## config.mk

```make
export PLATFORM = sky130hd
export DESIGN_NAME = cpf_config_bank
export DESIGN_NICKNAME = d
export VERILOG_FILES = /design/src/core/cpf_pkg.sv /design/src/core/cpf_config_bank.sv
export SDC_FILE = /design/constraint.sdc
export NUM_CORES = 1
export LEC_CHECK = 0
export BUFFER_PORTS_ARGS = -buffer_cell sky130_fd_sc_hd__buf_2
export CAP_MARGIN = 20
export CELL_PAD_IN_SITES_DETAIL_PLACEMENT = 1
export CELL_PAD_IN_SITES_GLOBAL_PLACEMENT = 2
export CORE_MARGIN = 5
export CORE_UTILIZATION = 25
export CTS_CLUSTER_SIZE = 30
export DETAILED_ROUTE_END_ITERATION = 7
export GPL_TIMING_DRIVEN = 0
export HOLD_SLACK_MARGIN = 0.03
export PLACE_DENSITY = 0.8
export SETUP_SLACK_MARGIN = 0.5
export SLEW_MARGIN = 5
export SYNTH_ARGS = -nofsm -noshare
export SYNTH_HDL_FRONTEND = slang
export SYNTH_SLANG_ARGS = --single-unit
```

## constraint.sdc

```tcl
create_clock -name clk_sys -period 1.6 [get_ports clk_sys]
set_input_delay 0.16 -clock clk_sys [delete_from_list [all_inputs] [get_ports clk_sys]]
set_output_delay 0.16 -clock clk_sys [all_outputs]
set_load 0.05 [all_outputs]
```

## src/core/cpf_pkg.sv

```systemverilog
// package for the configuration and protection bank
// assumes a 32-bit axi4-lite master and byte-wide registers in lane 0
`default_nettype none
package cpf_pkg;

  localparam int unsigned ADDR_W = 8;

  // register byte offsets
  localparam logic [7:0] OFF_DBG = 8'h00;
  localparam logic [7:0] OFF_RDP = 8'h04;
  localparam logic [7:0] OFF_BEP = 8'h08;
  localparam logic [7:0] OFF_WRP = 8'h0C;
  localparam logic [7:0] OFF_STS = 8'h10;

  // debug and stack options field positions
  localparam int unsigned DBG_DEBUGGER_BIT = 7;
  localparam int unsigned DBG_EXT_BIT      = 6;
  localparam int unsigned DBG_SSP_BIT      = 2;
  localparam int unsigned DBG_STK_BIT      = 0;
  // boot and eeprom field positions
  localparam int unsigned BEP_EEPROM_BIT   = 7;
  localparam int unsigned BEP_BOOT_BIT     = 6;
  // status field position
  localparam int unsigned STS_STACK_BIT    = 0;

  // implemented bits of each register
  localparam logic [7:0] DBG_MASK = 8'hC5;
  localparam logic [7:0] RDP_MASK = 8'h0F;
  localparam logic [7:0] BEP_MASK = 8'hC0;
  localparam logic [7:0] WRP_MASK = 8'h0F;
  localparam logic [7:0] STS_MASK = 8'h01;

  // unprogrammed values
  localparam logic [7:0] DBG_RST = 8'h85;
  localparam logic [7:0] RDP_RST = 8'h0F;
  localparam logic [7:0] BEP_RST = 8'hC0;
  localparam logic [7:0] WRP_RST = 8'h0F;
  localparam logic [7:0] STS_RST = 8'h00;

  localparam logic [1:0] RESP_OKAY   = 2'h0;
  localparam logic [1:0] RESP_SLVERR = 2'h2;

  // effective options driven to the core
  typedef struct packed {
    logic debugger_on;
    logic extended_instr_en;
    logic single_supply_prog_en;
    logic stack_fault_reset_en;
  } cpf_opt_t;

  // protection outputs, high means protected
  typedef struct packed {
    logic [3:0] blk_read_protect;
    logic       eeprom_read_protect;
    logic       boot_read_protect;
    logic [3:0] blk_write_protect;
  } cpf_prot_t;

endpackage
`default_nettype wire

```

## src/core/cpf_config_bank.sv

```systemverilog
// configuration, protection and debug option bank with an axi4-lite slave
// assumes stack_full and stack_underflow come from logic on clk_sys
//
// The register offsets and the AXI4-Lite slave port are this design's own decisions.
`default_nettype none
module cpf_config_bank #(
  parameter bit SMALL_MEM = 1'b0
) (
  input  wire logic                       clk_sys,
  input  wire logic                       rstn,
  input  wire logic [cpf_pkg::ADDR_W-1:0] s_axi_awaddr,
  input  wire logic                       s_axi_awvalid,
  output var  logic                       s_axi_awready,
  input  wire logic [31:0]                s_axi_wdata,
  input  wire logic [3:0]                 s_axi_wstrb,
  input  wire logic                       s_axi_wvalid,
  output var  logic                       s_axi_wready,
  output var  logic [1:0]                 s_axi_bresp,
  output var  logic                       s_axi_bvalid,
  input  wire logic                       s_axi_bready,
  input  wire logic [cpf_pkg::ADDR_W-1:0] s_axi_araddr,
  input  wire logic                       s_axi_arvalid,
  output var  logic                       s_axi_arready,
  output var  logic [31:0]                s_axi_rdata,
  output var  logic [1:0]                 s_axi_rresp,
  output var  logic                       s_axi_rvalid,
  input  wire logic                       s_axi_rready,
  input  wire logic                       stack_full,
  input  wire logic                       stack_underflow,
  output var  cpf_pkg::cpf_opt_t          opt,
  output var  cpf_pkg::cpf_prot_t         prot,
  output var  logic                       debug_pins_dedicated,
  output var  logic                       stack_reset_req,
  output var  logic                       stack_fault_flag
);

  function automatic logic mapped(input logic [cpf_pkg::ADDR_W-1:0] a);
    mapped = (a == cpf_pkg::OFF_DBG) || (a == cpf_pkg::OFF_RDP) ||
             (a == cpf_pkg::OFF_BEP) || (a == cpf_pkg::OFF_WRP) ||
             (a == cpf_pkg::OFF_STS);
  endfunction

  logic [7:0]                 dbg_ff;
  logic [7:0]                 rdp_ff;
  logic [7:0]                 bep_ff;
  logic [7:0]                 wrp_ff;
  logic [7:0]                 sts_ff;
  logic                       aw_held_ff;
  logic                       w_held_ff;
  logic [cpf_pkg::ADDR_W-1:0] aw_addr_ff;
  logic [7:0]                 w_data_ff;
  logic                       w_lane0_ff;
  logic                       awready_ff;
  logic                       wready_ff;
  logic                       bvalid_ff;
  logic [1:0]                 bresp_ff;
  logic                       arready_ff;
  logic                       rvalid_ff;
  logic [31:0]                rdata_ff;
  logic [1:0]                 rresp_ff;
  cpf_pkg::cpf_opt_t          opt_ff;
  cpf_pkg::cpf_prot_t         prot_ff;
  logic                       dbg_pins_ff;
  logic                       stk_rst_ff;

  logic aw_hs;
  logic w_hs;
  logic ar_hs;
  logic wr_fire;
  logic nxt_aw_held;
  logic nxt_w_held;
  logic nxt_bvalid;
  logic nxt_rvalid;
  logic stack_fault;
  logic wr_en;

  assign aw_hs       = s_axi_awvalid && awready_ff;
  assign w_hs        = s_axi_wvalid && wready_ff;
  assign ar_hs       = s_axi_arvalid && arready_ff;
  assign wr_fire     = aw_held_ff && w_held_ff && !bvalid_ff;
  assign wr_en       = wr_fire && w_lane0_ff;
  assign stack_fault = stack_full || stack_underflow;

  always_comb begin
    nxt_aw_held = aw_held_ff;
    nxt_w_held  = w_held_ff;
    nxt_bvalid  = bvalid_ff;
    nxt_rvalid  = rvalid_ff;
    if (aw_hs) begin
      nxt_aw_held = 1'b1;
    end
    if (w_hs) begin
      nxt_w_held = 1'b1;
    end
    if (wr_fire) begin
      nxt_aw_held = 1'b0;
      nxt_w_held  = 1'b0;
      nxt_bvalid  = 1'b1;
    end else if (bvalid_ff && s_axi_bready) begin
      nxt_bvalid = 1'b0;
    end
    if (ar_hs) begin
      nxt_rvalid = 1'b1;
    end else if (rvalid_ff && s_axi_rready) begin
      nxt_rvalid = 1'b0;
    end
  end

  ////////////////////////////////////////////////////////////////////////////
  // write channels, taken in either order
  always_ff @(posedge clk_sys or negedge rstn) begin
    if (!rstn) begin
      aw_held_ff <= 1'b0;
      w_held_ff  <= 1'b0;
      awready_ff <= 1'b0;
      wready_ff  <= 1'b0;
      aw_addr_ff <= '0;
      w_data_ff  <= 8'h00;
      w_lane0_ff <= 1'b0;
    end else begin
      aw_held_ff <= nxt_aw_held;
      w_held_ff  <= nxt_w_held;
      awready_ff <= !nxt_aw_held && !nxt_bvalid;
      wready_ff  <= !nxt_w_held && !nxt_bvalid;
      if (aw_hs) begin
        aw_addr_ff <= s_axi_awaddr;
      end
      if (w_hs) begin
        w_data_ff  <= s_axi_wdata[7:0];
        w_lane0_ff <= s_axi_wstrb[0];
      end
    end
  end

  always_ff @(posedge clk_sys or negedge rstn) begin
    if (!rstn) begin
      bvalid_ff <= 1'b0;
      bresp_ff  <= cpf_pkg::RESP_OKAY;
    end else begin
      bvalid_ff <= nxt_bvalid;
      if (wr_fire) begin
        bresp_ff <= mapped(aw_addr_ff) ? cpf_pkg::RESP_OKAY : cpf_pkg::RESP_SLVERR;
      end
    end
  end

  ////////////////////////////////////////////////////////////////////////////
  // read channel
  always_ff @(posedge clk_sys or negedge rstn) begin
    if (!rstn) begin
      arready_ff <= 1'b0;
      rvalid_ff  <= 1'b0;
      rdata_ff   <= 32'h0000_0000;
      rresp_ff   <= cpf_pkg::RESP_OKAY;
    end else begin
      arready_ff <= !nxt_rvalid;
      rvalid_ff  <= nxt_rvalid;
      if (ar_hs) begin
        rresp_ff <= mapped(s_axi_araddr) ? cpf_pkg::RESP_OKAY : cpf_pkg::RESP_SLVERR;
        unique case (s_axi_araddr)
          cpf_pkg::OFF_DBG: rdata_ff <= {24'h00_0000, dbg_ff & cpf_pkg::DBG_MASK};
          cpf_pkg::OFF_RDP: rdata_ff <= {24'h00_0000, rdp_ff & cpf_pkg::RDP_MASK};
          cpf_pkg::OFF_BEP: rdata_ff <= {24'h00_0000, bep_ff & cpf_pkg::BEP_MASK};
          cpf_pkg::OFF_WRP: rdata_ff <= {24'h00_0000, wrp_ff & cpf_pkg::WRP_MASK};
          cpf_pkg::OFF_STS: rdata_ff <= {24'h00_0000, sts_ff & cpf_pkg::STS_MASK};
          default:          rdata_ff <= 32'h0000_0000;
        endcase
      end
    end
  end

  ////////////////////////////////////////////////////////////////////////////
  // option register, freely programmable implemented bits
  always_ff @(posedge clk_sys or negedge rstn) begin
    if (!rstn) begin
      dbg_ff <= cpf_pkg::DBG_RST;
    end else if (wr_en && aw_addr_ff == cpf_pkg::OFF_DBG) begin
      dbg_ff <= w_data_ff & cpf_pkg::DBG_MASK;
    end
  end

  // protection registers: a written 1 never sets a cleared bit
  always_ff @(posedge clk_sys or negedge rstn) begin
    if (!rstn) begin
      rdp_ff <= cpf_pkg::RDP_RST;
      bep_ff <= cpf_pkg::BEP_RST;
      wrp_ff <= cpf_pkg::WRP_RST;
    end else if (wr_en) begin
      if (aw_addr_ff == cpf_pkg::OFF_RDP) begin
        rdp_ff <= rdp_ff & w_data_ff & cpf_pkg::RDP_MASK;
      end
      if (aw_addr_ff == cpf_pkg::OFF_BEP) begin
        bep_ff <= bep_ff & w_data_ff & cpf_pkg::BEP_MASK;
      end
      if (aw_addr_ff == cpf_pkg::OFF_WRP) begin
        wrp_ff <= wrp_ff & w_data_ff & cpf_pkg::WRP_MASK;
      end
    end
  end

  ////////////////////////////////////////////////////////////////////////////
  // stack fault handling, set wins over the write-one clear
  always_ff @(posedge clk_sys or negedge rstn) begin
    if (!rstn) begin
      sts_ff     <= cpf_pkg::STS_RST;
      stk_rst_ff <= 1'b0;
    end else begin
      stk_rst_ff <= stack_fault && dbg_ff[cpf_pkg::DBG_STK_BIT];
      if (stack_fault && !dbg_ff[cpf_pkg::DBG_STK_BIT]) begin
        sts_ff[cpf_pkg::STS_STACK_BIT] <= 1'b1;
      end else if (wr_en && aw_addr_ff == cpf_pkg::OFF_STS &&
                   w_data_ff[cpf_pkg::STS_STACK_BIT]) begin
        sts_ff[cpf_pkg::STS_STACK_BIT] <= 1'b0;
      end
    end
  end

  ////////////////////////////////////////////////////////////////////////////
  // effective outputs
  always_ff @(posedge clk_sys or negedge rstn) begin
    if (!rstn) begin
      opt_ff      <= '0;
      prot_ff     <= '0;
      dbg_pins_ff <= 1'b0;
    end else begin
      dbg_pins_ff                  <= !dbg_ff[cpf_pkg::DBG_DEBUGGER_BIT];
      opt_ff.debugger_on           <= !dbg_ff[cpf_pkg::DBG_DEBUGGER_BIT];
      opt_ff.extended_instr_en     <= dbg_ff[cpf_pkg::DBG_EXT_BIT];
      opt_ff.single_supply_prog_en <= dbg_ff[cpf_pkg::DBG_SSP_BIT];
      opt_ff.stack_fault_reset_en  <= dbg_ff[cpf_pkg::DBG_STK_BIT];
      prot_ff.blk_read_protect[1:0]  <= ~rdp_ff[1:0];
      prot_ff.blk_write_protect[1:0] <= ~wrp_ff[1:0];
      prot_ff.blk_read_protect[3:2]  <= SMALL_MEM ? 2'h0 : ~rdp_ff[3:2];
      prot_ff.blk_write_protect[3:2] <= SMALL_MEM ? 2'h0 : ~wrp_ff[3:2];
      prot_ff.eeprom_read_protect  <= !bep_ff[cpf_pkg::BEP_EEPROM_BIT];
      prot_ff.boot_read_protect    <= !bep_ff[cpf_pkg::BEP_BOOT_BIT];
    end
  end

  assign s_axi_awready        = awready_ff;
  assign s_axi_wready         = wready_ff;
  assign s_axi_bvalid         = bvalid_ff;
  assign s_axi_bresp          = bresp_ff;
  assign s_axi_arready        = arready_ff;
  assign s_axi_rvalid         = rvalid_ff;
  assign s_axi_rdata          = rdata_ff;
  assign s_axi_rresp          = rresp_ff;
  assign opt                  = opt_ff;
  assign prot                 = prot_ff;
  assign debug_pins_dedicated = dbg_pins_ff;
  assign stack_reset_req      = stk_rst_ff;
  assign stack_fault_flag     = sts_ff[cpf_pkg::STS_STACK_BIT];
endmodule // cpf_config_bank
`default_nettype wire

```

**Word-level counts from Yosys, hierarchy flattened**

Cells that the tools add are included.

- Logic and storage cells: 94
- Input port bits: 61
- Register bits: 90

- Bitwise logic cells: 7
- Reductions and logical operators: 39
- Eq/ne operators: 8
- Muxes and demuxes: 13

Operators with widths:

| cell | count |
|---|---|
| 8-bit case mux with 5 select lines | 1 |
| 8-bit by 4-bit == test with 1-bit output (second input constant) | 4 |
| 8-bit by 3-bit == test with 1-bit output (second input constant) | 2 |
| 8-bit by 5-bit == test with 1-bit output (second input constant) | 2 |
| 8-bit zero test | 2 |
| 1-bit logical AND | 15 |
| 1-bit 2-to-1 mux | 10 |
| 1-bit zero test | 9 |
| 1-bit logical OR | 9 |
| 4-bit AND | 2 |
| 8-bit AND | 1 |
| 2-bit inverter | 4 |
| 2-bit AND reduction | 3 |
| 2-bit 2-to-1 mux | 2 |
| 2-bit nonzero test | 1 |

**Longest topological paths before layout**

- Depth in word-level cells: 7
- Depth in mapped cells: 4

**Least setup slack after synthesis**

No wires, ideal clock.

- Path kind: reg-to-reg
- Start: register bvalid_ff (netlist: s_axi_bvalid)
- End: register dbg_ff[6]
- Arrival: 1.692 ns
- Stages on the path, launching flop included: 4
- Path buffers: 0
- Data required time: 1.475 ns
- Slack: -0.217 ns
- Period minus slack after synthesis: 1.817 ns
- Cells stage by stage: dfrtp_1 -> nand3b_1 -> nor4_4 -> mux2_4

- Word-level cells in the longest chain between the ends: 4

RTL lines:

| element | RTL line | text |
|---|---|---|
| start, declared | cpf_config_bank.sv:55 | `logic bvalid_ff;` |
| start signal, assigned | cpf_config_bank.sv:140 | `bvalid_ff <= nxt_bvalid;` |
| 1-bit zero test | cpf_config_bank.sv:80 | `assign wr_fire = aw_held_ff && w_held_ff && !bvalid_ff;` |
| 1-bit logical AND | cpf_config_bank.sv:80 |  |
| 1-bit logical AND | cpf_config_bank.sv:81 | `assign wr_en = wr_fire && w_lane0_ff;` |
| 1-bit logical AND | cpf_config_bank.sv:177 | `end else if (wr_en && aw_addr_ff == cpf_pkg::OFF_DBG) begin` |
| end signal, assigned | cpf_config_bank.sv:176 | `dbg_ff <= cpf_pkg::DBG_RST;` |
| end signal, assigned | cpf_config_bank.sv:178 | `dbg_ff <= w_data_ff & cpf_pkg::DBG_MASK;` |
| end, declared | cpf_config_bank.sv:43 | `logic [7:0] dbg_ff;` |

No other way between the ends.
A chain may end at the register's enable or synchronous reset.

**Worst setup path after layout**

- Start: register aw_addr_ff[6] in the netlist's numbering
- End: register dbg_ff[6]

- Word-level cells in the longest chain between the ends: 2

RTL lines:

| element | RTL line | text |
|---|---|---|
| start, declared | cpf_config_bank.sv:50 | `logic [cpf_pkg::ADDR_W-1:0] aw_addr_ff;` |
| start signal, assigned | cpf_config_bank.sv:126 | `aw_addr_ff <= s_axi_awaddr;` |
| 8-bit zero test | cpf_config_bank.sv:177 |  |
| 1-bit logical AND | cpf_config_bank.sv:177 |  |

No other way between the ends.

==> summary.txt <==
Critical path
  • Crit end category: flip-flop
  • Worst path max stage delay: approximately 0.57 ns
  • Setup CP Type: flip-flop to flip-flop
  • Critical Path RT: 1.81 ns
  • Top delay family on crit path: simple AND/OR/NAND/NOR gates
  • Setup crit start: aw_addr_ff[6]
  • R2R Path Start: aw_addr_ff[6]
  • CP max-delay cell: or4_4
  • Reg2reg path depth: 4
  • Crit-path max FO: 4
  • Cells along the critical path: or4_4 > nor4_4 > buf_6 > mux2_4
  • Worst setup endpoint: dbg_ff[6]
  • WP data arrival: 2.08 ns
  • FF-to-FF setup slack: -0.26 ns
  • Worst r2r dst: dbg_ff[6]
  • Startpoint Class: flip-flop
  • Critical Path Stages: 4
  • CP bufs+invs: 1

Global routing
  • GRT Util Overall: 0.1111
  • Initial antenna violation count: 0
  • Vias in the first global route: 2163
  • Overflow after GRT: 0
  • First-pass GRT wire length: between 10000 and 15000 um
  • Pin count of the biggest net entering global routing: 37

Route
  • Starting DRC count in detailed routing: 64
  • Routed Antenna Nets: 0
  • Detailed-route DRC error count: 0
  • Via/cell ratio: around 4
  • Average wire per standard cell: about 14 um
  • Via count: just under 2000
  • Final WL: 6880 um
  • Drt first pass iters: 4

Clocking
  • Clk buf depth: 2
  • Root Driver: clkbuf_8
  • CTS buffer count: 9
  • Clk_lat worst skew: around 0.33 ns
  • CTS Sinks: 60
  • H-tree levels: 3
  • Worst-path clk slew: 0.06 ns
  • TritonCTS clock tree: yes

Pwr
  • Peak supply drop: slightly above 0.0009 V
  • Final Power: between 5000 and 6000 uW
  • Lkg Pwr: between 0.0015 and 0.002 uW
  • Pwr dens: between 1000 and 1500 mW/mm^2

Synthesis
  • Post-Syn Instances: ~210
  • Ys Warns: 0
  • Netlist cell types: 35
  • Sequential cell area fraction in the yosys report: 0.5908
  • Flops & latches, synth: 60
  • Syn_area_per_cell: roughly 12 sq um
  • Synthesized cell area: about 0.0026 sq mm

Final layout
  • Post-route cell area: approximately 0.0040 sq mm
  • Area delta synth->final: 54.36%
  • Final #Nets: around 400
  • # fillers: approximately 1100
  • Utilization after layout: 0.3893
  • N_diodes: 0
  • Layout cells sized above 1: 0.5870

Timing
  • Fmax: ~540 MHz
  • Worst Clk Skew: 0.004460 ns
  • RSZ-0062 raised after global routing: yes
  • Hold_ws: between 0.05 and 0.06 ns
  • Final Hold Viols: 0
  • Setup Viol. Count Final: 15
  • Setup_tns: -1.502 ns
  • Worst Slack Setup Final: -0.2630 ns
  • Period utilization: 1.164
  • Crit path time final: between 1.5 and 2 ns
  • Max Slew Vio Count: 0

Floorplanning
  • I/O Pins: ~120
  • Num rows: 37
  • Core Area: around 0.01 sq mm
  • Die area: 0.01240 sq mm
  • Starting density of the core: 0.2522
  • Die width: between 100 and 150 um
  • Die height: 111.4 um

Placed design
  • Final GP Congestion: between 0.7 and 0.8
  • Port Buf Inserts: 60
  • DP HPWL: approximately 4800 um
  • Dpl cell area: about 0.0032 sq mm

Status
  • Outcome: finished with violations
  • Failing checks: negative setup slack

Min path
  • Hold path cells: 2
  • Hold WC Path Type: input port to flip-flop

Job
  • Max Cap Viol: 0
-- layout make-up --
cell class	instances	area, sq um	area share
buffer	33	270.3	0.06816
clock buffer	14	172.7	0.04355
clock inverter	1	30.03	0.007573
inverter	17	67.56	0.01704
multi-input combinational	129	1027	0.2591
sequential	60	1526	0.3850
tap	136	170.2	0.04292
timing repair buffer	85	700.7	0.1767
-- how the worst min path moves through the flow --
| stage | start | slack [ns] | to |
|---|---|---|---|
| after CTS | s_axi_rready | 0.03 | s_axi_rvalid |
| after global placement | s_axi_bready | 0.34 | s_axi_bvalid |
| final | s_axi_rready | 0.05 | s_axi_rvalid |
| after detailed placement | rstn | 0.20 | s_axi_rvalid |
| after floorplan | rstn | -0.14 | aw_addr_ff[0] |
| after global routing | s_axi_rready | 0.04 | s_axi_rvalid |
-- flip-flops by register name, indices dropped and copies added, names as in the netlist, 2 cells and up --
name / flops
opt: 3
rdp_ff: 4
s_axi_rdata: 6
bep_ff: 2
aw_addr_ff: 8
prot: 10
dbg_ff: 4
wrp_ff: 4
w_data_ff: 6
-- metal layers --
metal | part of all wire | wire length [um] | global-route usage
met5 | 0 | 0 | 0
met1 | 0.42 | 2915 | 0.1410
met4 | 0.0064 | 44 | 0.01703
met2 | 0.50 | 3434 | 0.1773
met3 | 0.071 | 486 | 0.05217
-- synth_stat cells (all sizes together) --
cell type | n | area, sq um
and2 | 3 | 18.77
nor4 | 12 | 90.09
a21oi | 10 | 50.05
or4 | 1 | 11.26
conb | 1 | 3.750
nand2b | 1 | 6.260
o21ai | 9 | 45.04
nand3b | 1 | 7.510
o211ai | 1 | 7.510
nor4b | 3 | 26.28
dfstp | 13 | 341.6
nor3b | 2 | 20.02
dfrtp | 47 | 1176
mux2i | 4 | 40.04
clkbuf | 4 | 15.01
o22ai | 1 | 6.260
nand4b | 1 | 8.760
nor3 | 2 | 10.01
nand3 | 1 | 5.000
mux2 | 20 | 240.2
nand2 | 12 | 45.04
o31ai | 2 | 15.01
o21a | 2 | 15.01
nand4 | 2 | 12.51
inv | 17 | 63.81
a31o | 1 | 8.760
or4bb | 1 | 11.26
buf | 29 | 217.7
nor2b | 1 | 6.260
a22oi | 2 | 15.01
or4b | 1 | 10.01
nor2 | 5 | 18.77
-- report_power, final --
group          switching, uW  leakage [uW]  internal (uW)
Clock                    539      0.000103            840
Sequential               312      0.000669           1850
Combinational           1080       0.00101           1060
Total                   1930       0.00178           3750
-- cell usage in the layout, fill, tap and decap left out, types with 3 or more instances in the layout --
| master | count |
|---|---|
| a21oi_2 | 10 |
| buf_2 | 29 |
| buf_4 | 50 |
| buf_6 | 17 |
| buf_8 | 7 |
| clkbuf_1 | 3 |
| clkbuf_4 | 8 |
| clkbuf_8 | 12 |
| conb_1 | 28 |
| dfrtp_1 | 40 |
| dfrtp_2 | 7 |
| dfstp_2 | 13 |
| inv_1 | 16 |
| mux2_2 | 9 |
| mux2_4 | 11 |
| mux2i_1 | 4 |
| nand2_1 | 10 |
| nor2_1 | 5 |
| nor4_1 | 8 |
| nor4b_1 | 3 |
| o21ai_0 | 6 |
-- through the flow --
step	setup WS, ns	cells
after floorplan	-0.1890	239
after global routing	-0.3209	475
final	-0.2630	475
after global placement	-0.2789	435
after CTS	-0.2258	465
after detailed placement	-0.3273	436
-- kinds of logic after synthesis --
family                 synth area share
DFF                              0.5908
buffers and inverters            0.1154
other                          0.001460
and+or+nand+nor                  0.1198
AOI/OAI and AO/OA               0.06332
muxes                            0.1091
-- timing repair --
item / in CTS / in global routing
hold buffers: 2 / 0
setup buffers: 11 / 10
resized for setup: 55 / 38
pin swaps: 5 / 4
endpoints found under the setup margin: 45 / 82
hold endpoints to repair: 21 / 0
cloned: 1 / 0
(Power assumes the default switching activity.)
